[config.mk]
export PLATFORM = sky130hd
export DESIGN_NAME = migate_ctrl
export DESIGN_NICKNAME = d
export VERILOG_FILES = /design/src/pkg/migate_pkg.sv /design/src/hdl/migate_ctrl.sv
export VERILOG_INCLUDE_DIRS = /design/src /design/src/pkg
export SDC_FILE = /design/constraint.sdc
export NUM_CORES = 1
export LEC_CHECK = 0
export CORE_ASPECT_RATIO = 1.2
export CORE_MARGIN = 2
export CORE_UTILIZATION = 40
export DETAILED_ROUTE_END_ITERATION = 12
export DONT_BUFFER_PORTS = 1
export PLACE_DENSITY_LB_ADDON = 0.12
export SETUP_SLACK_MARGIN = 0.02
export SYNTH_ARGS = -nofsm -noshare
export SYNTH_HDL_FRONTEND = slang
export SYNTH_SLANG_ARGS = --single-unit
[constraint.sdc]
create_clock -name ref_clk -period 0.9 [get_ports ref_clk]
set_input_delay 0.09 -clock ref_clk [delete_from_list [all_inputs] [get_ports ref_clk]]
set_output_delay 0.09 -clock ref_clk [all_outputs]
set_load 0.01 [all_outputs]
[src/pkg/migate_defs.svh]
// Register offsets, field positions and reset values of the idle clock gating block
`ifndef MIGATE_DEFS_SVH
`define MIGATE_DEFS_SVH
`define MIG_OFS_ONE     32'h0000_0004
`define MIG_OFS_TWO     32'h0000_0008
`define MIG_OFS_STAT    32'h0000_0010
`define MIG_B_WDT_IDLE  0
`define MIG_B_REF_IDLE  1
`define MIG_B_PER_IDLE  2
`define MIG_B_IF_IDLE   6
`define MIG_B_HOST_IDLE 8
`define MIG_B_TIM_IDLE  9
`define MIG_B_LCD_EN    3
`define MIG_B_HOST_EN   6
`define MIG_B_TIM_EN    7
`define MIG_B_DMA_REQ   8
`define MIG_B_PLL_EN    11
`define MIG_MASK_ONE    32'h0000_0347
`define MIG_MASK_TWO    32'h0000_09C8
`define MIG_RST_ONE     32'h0000_0000
`define MIG_RST_TWO     32'h0000_0100
`endif

[src/pkg/migate_pkg.sv]
// Types shared by the idle clock gating block
package migate_pkg;
  typedef struct packed {
    logic bridge;
    logic dma;
    logic tc;
    logic ext_per;
    logic ref_per;
    logic wdt;
    logic pll_out;
    logic timer;
    logic host;
    logic lcd;
  } migate_run_t;
  typedef struct packed {
    logic core_idle;
    logic dsp_idle;
    logic tc_active;
    logic per_idle_ack;
    logic wdt_mode;
    logic dma_req;
    logic host_need;
  } migate_cond_t;
endpackage

[src/hdl/migate_ctrl.sv]
// Idle clock gating control for the processor clock domain
`timescale 1ns/1ns
`default_nettype none
`include "migate_defs.svh"

// Notes on behaviour
// - Interface idle bit stops bridge, DMA and traffic clocks when core and DSP idle
// - Peripheral idle bit stops external peripheral clock with core and traffic idle
// - External peripheral clock runs while traffic or core active; stops after ack
// - Reference peripheral idle bit stops reference peripheral clock on core idle
// - Watchdog idle bit stops timer/watchdog clock on core idle
// - Watchdog mode never gates the timer/watchdog clock
// - Reserved bits ignore writes; they read as zero here
// - PLL output clock runs only after software writes enable 1; resets 0
// - DMA request clocking resets 1: clock only on request; else idle-gated
// - Timer enable 0 stops timer clock; 1 runs it, idle-gated by timer idle bit
// - Host port enable 0 stops its clock; 1 runs it under host idle bit
// - LCD enable bit runs or stops the LCD clock; resets 0
// - Timer idle bit stops timer clock with core clock on idle entry
// - Host idle bit makes host clock run only when some function needs it
module migate_ctrl
  import migate_pkg::*;
#(
  parameter int AW = 8
) (
  // Clock, reset, enable
  input  wire logic          ref_clk,
  input  wire logic          reset_n,
  input  wire logic          ce,
  // Register port
  input  wire logic [AW-1:0] addr,
  input  wire logic [31:0]   wdata,
  input  wire logic          we,
  input  wire logic          re,
  output var  logic [31:0]   rdata_q,
  // System conditions
  input  wire migate_cond_t  cond,
  // Peripheral idle handshake
  output var  logic          per_idle_req_q,
  // Clock enables for the downstream gating cells
  output var  migate_run_t   run_q
);

  // Status sits at 0x10, so a narrower address could never reach it
  if (AW < 5 || AW > 32) begin : g_aw_check
    $error("migate_ctrl: AW must be 5..32");
  end

  logic [31:0] one_q;
  logic [31:0] two_q;
  migate_run_t run_d;
  logic        if_stop;
  logic        sel_one;
  logic        sel_two;
  logic        sel_stat;

  assign sel_one  = (addr == AW'(`MIG_OFS_ONE));
  assign sel_two  = (addr == AW'(`MIG_OFS_TWO));
  assign sel_stat = (addr == AW'(`MIG_OFS_STAT));

  // Control registers; reserved positions are masked away on write
  always_ff @(posedge ref_clk or negedge reset_n) begin
    if (!reset_n) begin
      one_q <= `MIG_RST_ONE;
    end else if (ce && we && sel_one) begin
      one_q <= wdata & `MIG_MASK_ONE;
    end
  end

  always_ff @(posedge ref_clk or negedge reset_n) begin
    if (!reset_n) begin
      two_q <= `MIG_RST_TWO;
    end else if (ce && we && sel_two) begin
      two_q <= wdata & `MIG_MASK_TWO;
    end
  end

  // Read data stand in the cycle after the strobe only; unmapped reads give zero
  always_ff @(posedge ref_clk or negedge reset_n) begin
    if (!reset_n) begin
      rdata_q <= 32'h0000_0000;
    end else if (ce) begin
      if (re && sel_one) begin
        rdata_q <= one_q;
      end else if (re && sel_two) begin
        rdata_q <= two_q;
      end else if (re && sel_stat) begin
        rdata_q <= {22'h0, run_q};
      end else begin
        rdata_q <= 32'h0000_0000;
      end
    end
  end

  // Interface domain idles only when the DSP core idles too
  assign if_stop = one_q[`MIG_B_IF_IDLE] & cond.core_idle & cond.dsp_idle;

  always_comb begin
    run_d        = '0;
    run_d.bridge = !if_stop;
    run_d.tc     = !if_stop;
    if (two_q[`MIG_B_DMA_REQ]) begin
      run_d.dma = cond.dma_req;
    end else begin
      run_d.dma = !if_stop;
    end
    // Either master active keeps the peripheral clock; stop only after acknowledge
    if (cond.tc_active || !cond.core_idle) begin
      run_d.ext_per = 1'b1;
    end else begin
      run_d.ext_per = !(one_q[`MIG_B_PER_IDLE] && cond.per_idle_ack);
    end
    run_d.ref_per = !(one_q[`MIG_B_REF_IDLE] && cond.core_idle);
    run_d.wdt     = cond.wdt_mode
                  || !(one_q[`MIG_B_WDT_IDLE] && cond.core_idle);
    run_d.pll_out = two_q[`MIG_B_PLL_EN];
    run_d.timer   = two_q[`MIG_B_TIM_EN]
                  && !(one_q[`MIG_B_TIM_IDLE] && cond.core_idle);
    run_d.host    = two_q[`MIG_B_HOST_EN]
                  && (!one_q[`MIG_B_HOST_IDLE] || cond.host_need);
    run_d.lcd     = two_q[`MIG_B_LCD_EN];
  end

  // Enables move only on a rising edge, so a low-phase latch gate never clips a pulse
  always_ff @(posedge ref_clk or negedge reset_n) begin
    if (!reset_n) begin
      run_q <= '0;
    end else if (ce) begin
      run_q <= run_d;
    end
  end

  // Request peripheral idle only once both masters have gone quiet
  always_ff @(posedge ref_clk or negedge reset_n) begin
    if (!reset_n) begin
      per_idle_req_q <= 1'b0;
    end else if (ce) begin
      per_idle_req_q <= one_q[`MIG_B_PER_IDLE] && cond.core_idle
                        && !cond.tc_active;
    end
  end
endmodule
`default_nettype wire

Yosys cells after proc, flatten, opt, wreduce, memory -nomap -nowiden
Cells that the tools add are included. Widths: inputs -> output; s select.

Muxes and demuxes: 5. Reduce and logical (&&, ||, !) cells: 25. Equality and inequality tests: 3. Bitwise logic cells: 2.

Operator list (number): $mux 32 (1); $logic_and 1x1->1 (14); $mux 12 (1); $mux 10 (1); $eq 8x3->1 const B (1); $eq 8x4->1 const B (1); $eq 8x5->1 const B (1); $logic_not 1->1 (8); $logic_or 1x1->1 (3); $and 1x1->1 (2); $mux 1 (2).

Flip-flop bits (word level): 53.

Longest topological paths before layout
Depth in word-level cells: 5. Gate-level depth with buffers: 5. Mapped depth without buffers: 3.

Worst setup path after synthesis
OpenSTA, ideal clock, no wires.

Path type: input -> register. From: input addr[3]. To: register one_q[0]. Cell stages on the path: 3. Arrival time: 1019 ps. Setup slack: -243 ps. Data required time: 775 ps. Setup time: 125 ps. Path through: nor4b_2 > nand3_2 > mux2_2.

Cells in the longest elaborated chain, start to end: 2.

Ends and longest elaborated chain: from (decl) (RTL line migate_ctrl.sv:31) `input wire logic [AW-1:0] addr,`; $eq 8x3->1 (RTL line migate_ctrl.sv:57) `` assign sel_one = (addr == AW'(`MIG_OFS_ONE)); ``; $logic_and 1x1->1 (RTL line migate_ctrl.sv:65) `end else if (ce && we && sel_one) begin`; to (signal assigned) (RTL line migate_ctrl.sv:64) `` one_q <= `MIG_RST_ONE; ``; to (signal assigned) (RTL line migate_ctrl.sv:66) `` one_q <= wdata & `MIG_MASK_ONE; ``; to (decl) (RTL line migate_ctrl.sv:49) `logic [31:0] one_q;`.

No other way between the ends. A chain may end at the register's enable or synchronous reset.

Worst setup path after layout
From: register one_q[6]. To: register run_q[8] (netlist bit).

Cells in the longest elaborated chain, start to end: 4.

Ends and longest elaborated chain: $and 1x1->1 (2 in a row) (RTL line migate_ctrl.sv:96) `` assign if_stop = one_q[`MIG_B_IF_IDLE] & cond.core_idle & cond.dsp_idle; ``; $logic_not 1->1 (RTL line migate_ctrl.sv:105) `run_d.dma = !if_stop;`; $mux 1 (RTL line migate_ctrl.sv:102) `` if (two_q[`MIG_B_DMA_REQ]) begin ``; to (signal assigned) (RTL line migate_ctrl.sv:129) `run_q <= run_d;`; to (decl) (RTL line migate_ctrl.sv:41) `output var migate_run_t run_q`.

No other way between the ends.

==> metrics.txt <==
failing checks negative hold slack, negative setup slack; All-Layer GR Usage 18.6%; total of max-cap violations 0; final setup margin -0.104 ns; Die X 61.8 microns; root buf cell clkbuf_8; DRC 0; top post-synthesis cells by area dfrtp_1 48%, mux2_2 11%, buf_4 10%, nor2b_1 4.3%, a41oi_1 2.7%; CP max stage delay 0.39 ns; CP required 1.06 ns; Final Non-Filler Cells 242; GR Layer Usage met1 24.0%; CP Capture Type flip-flop; Pins Over Slew Limit 0; status complete, but fails checks; Layout area overhead 41.9%; Hold Crit Class in -> reg; post-synthesis cell area 1600 sq um; CTS tree yes; Worst Path Class, Setup reg -> reg; Setup TNS -0.370 ns; Post-Syn Instances 141; skew final 0.00848 ns; routability cong. 0.779; Pleak 1.03 nW; first-pass GRT wire length 6110 microns; Clock H-tree levels 2; Crit path buffers/inverters 0; number of synthesized flops with an enable pin 0; clk_lat worst skew 0.28 ns; maximum clock frequency 0.996 GHz; PwrDens 1430 nW/um^2; crit path max fanout 2; post-synthesis register bit count 32; number of placed cells counting well taps 217; global route total overflow 0; met2 usage 30.6%; Avg Inst Size Synth 11.4 sq um; critical-path cell list and3_4 > o21ai_2 > mux2_4; core area 3880 sq um; Worst Path Arrival 1.16 ns; Period minus WS final 1.00 ns; FP Rows 25; slowest CP cell dfrtp_1; TritonCTS Buffers 5; vias 1,234; final number of hold-violating endpoints 10; most used flip-flop cell after synthesis dfrtp_1; fillers 349; Synth area leader dfrtp_1; # diodes 0; Final Setup Violations 8; Async SR Flop Fraction 100%; CP startpoint kind flip-flop; routed vias/inst 5.10; worst IR drop on VDD 0.00141 V; Clock Path Buffers 2; Hold Slack -0.0974 ns; post-route total power 0.00325 W; Top Usage Layer GRT met2; part of the cycle the worst path needs 112%; Iter 0 DRT Violations 47; yosys synthesis warning count 0; PortBufs 0; vias in the first global route 1,230; synth unique cells 29; IO Count 95; CTS Sinks 32; Routed Antenna Nets 0; DP Wirelength 2880 microns; First-pass DRT Iterations 4; post-layout net count 239; met3 usage 5.63%; drt total wl 4020 microns; register area share after synthesis 50.0%; die height 73.3 microns; Routed WL per cell 16.6 microns; pin count of the biggest net entering global routing 33; clock transition at the registers of the reported paths 0.07 ns; area fraction of the dominant cell type after synthesis 48.4%; share of cells above drive strength 1 41.0%; antenna violations before repair 0; Starting Density 41.3%; Die Area 4530 sq um; critical path's top delay family flip-flops; RSZ-0062 raised after global routing yes
## through the flow
stage          worst slack (ns)  hold WS, ns  util, %  cell area [sq um]
6_report                 -0.104      -0.0974     58.6               2270
5_1_grt                  -0.137       -0.120     58.6               2270
4_1_cts                  -0.101       -0.114     56.6               2190
3_5_place_dp             -0.244       -0.205     46.3               1790
3_3_place_gp             -0.201       -0.205     46.3               1790
2_1_floorplan            -0.221       -0.206        -               1710
## power breakdown
group          leakage, nW  internal (W)  switching (W)
Clock               0.0645      0.000977       0.000520
Sequential           0.416       0.00146      0.0000243
Combinational        0.547      0.000130       0.000138
## synthesized netlist by cell type, drive strengths merged (2+ instances only)
library cell  instances
dfrtp                31
buf                  25
mux2                 15
nor2b                11
o21ai                 8
inv                   7
a41oi                 5
nand2                 5
nor2                  5
nand3                 4
nor4b                 4
a221o                 3
a22oi                 3
a22o                  2
a31oi                 2
and3                  2
nand4                 2
## area by class of cell
| class | count | area, sq um | area share (%) |
|---|---|---|---|
| clock buffers | 7 | 96.3 | 4.24 |
| clock inverters | 1 | 30.0 | 1.32 |
| inverters | 7 | 26.3 | 1.16 |
| multi-input cells | 97 | 805 | 35.4 |
| flip-flops and latches | 32 | 802 | 35.3 |
| well taps | 54 | 67.6 | 2.97 |
| repair buffers | 44 | 448 | 19.7 |
## placed cells by master (no fill, tap or decap), types with 3 or more instances in the layout
| cell | instances |
|---|---|
| dfrtp_1 | 31 |
| conb_1 | 21 |
| buf_6 | 20 |
| mux2_2 | 12 |
| dlygate4sd3_1 | 12 |
| buf_4 | 11 |
| inv_1 | 7 |
| nor2b_1 | 7 |
| clkbuf_8 | 7 |
| nand2_1 | 5 |
| o21ai_1 | 5 |
| nor2b_4 | 4 |
| a41oi_2 | 4 |
| nor2_1 | 4 |
| nor4b_4 | 3 |
| a221o_1 | 3 |
| mux2_4 | 3 |
## flip-flops by register name, summed over array words and instances, names as in the netlist
signal          count
rdata_q            11
run_q               9
one_q               6
two_q               5
per_idle_req_q      1
## metal layers
metal | up-vias | wire length [microns]
li1 | 556 | -
met1 | 624 | 1570
met2 | 52 | 2140
met3 | 2 | 285
met4 | 0 | 14
met5 | - | 0
## logic make-up (layout without fill, tap and decap cells)
logic type	count (synthesis)	count (layout)	share of synthesized area [%]
compound gates	26	26	11.6
simple gates	35	35	14.8
mux	15	15	10.5
flops	32	32	50.0
buf+inv	32	59	12.7
other cells	1	21	0.234
## path summary, 6_finish.rpt
kind / start / end / slack (ns) / depth (start not counted)
min in group asynchronous: reset_n / rdata_q[8] / 0.24 / 2
min: ce / run_q[1] / -0.1 / 1
max: one_q[6] / run_q[8] / -0.10 / 3
max reg2reg: one_q[6] / run_q[8] / -0.10 / 3
max in group asynchronous: reset_n / two_q[8] / 0.42 / 2
min reg2reg: one_q[1] / run_q[5] / 0.49 / 1
## timing repair
action | in CTS | in global routing
buffers inserted | 1 | 3
endpoints found under the setup margin | 27 | 32
pin swaps | 4 | 8
hold buffers | 12 | 1
resized for setup | 34 | 10
endpoints found under the hold margin | 54 | 11
Power figures use the tool's default switching activity.
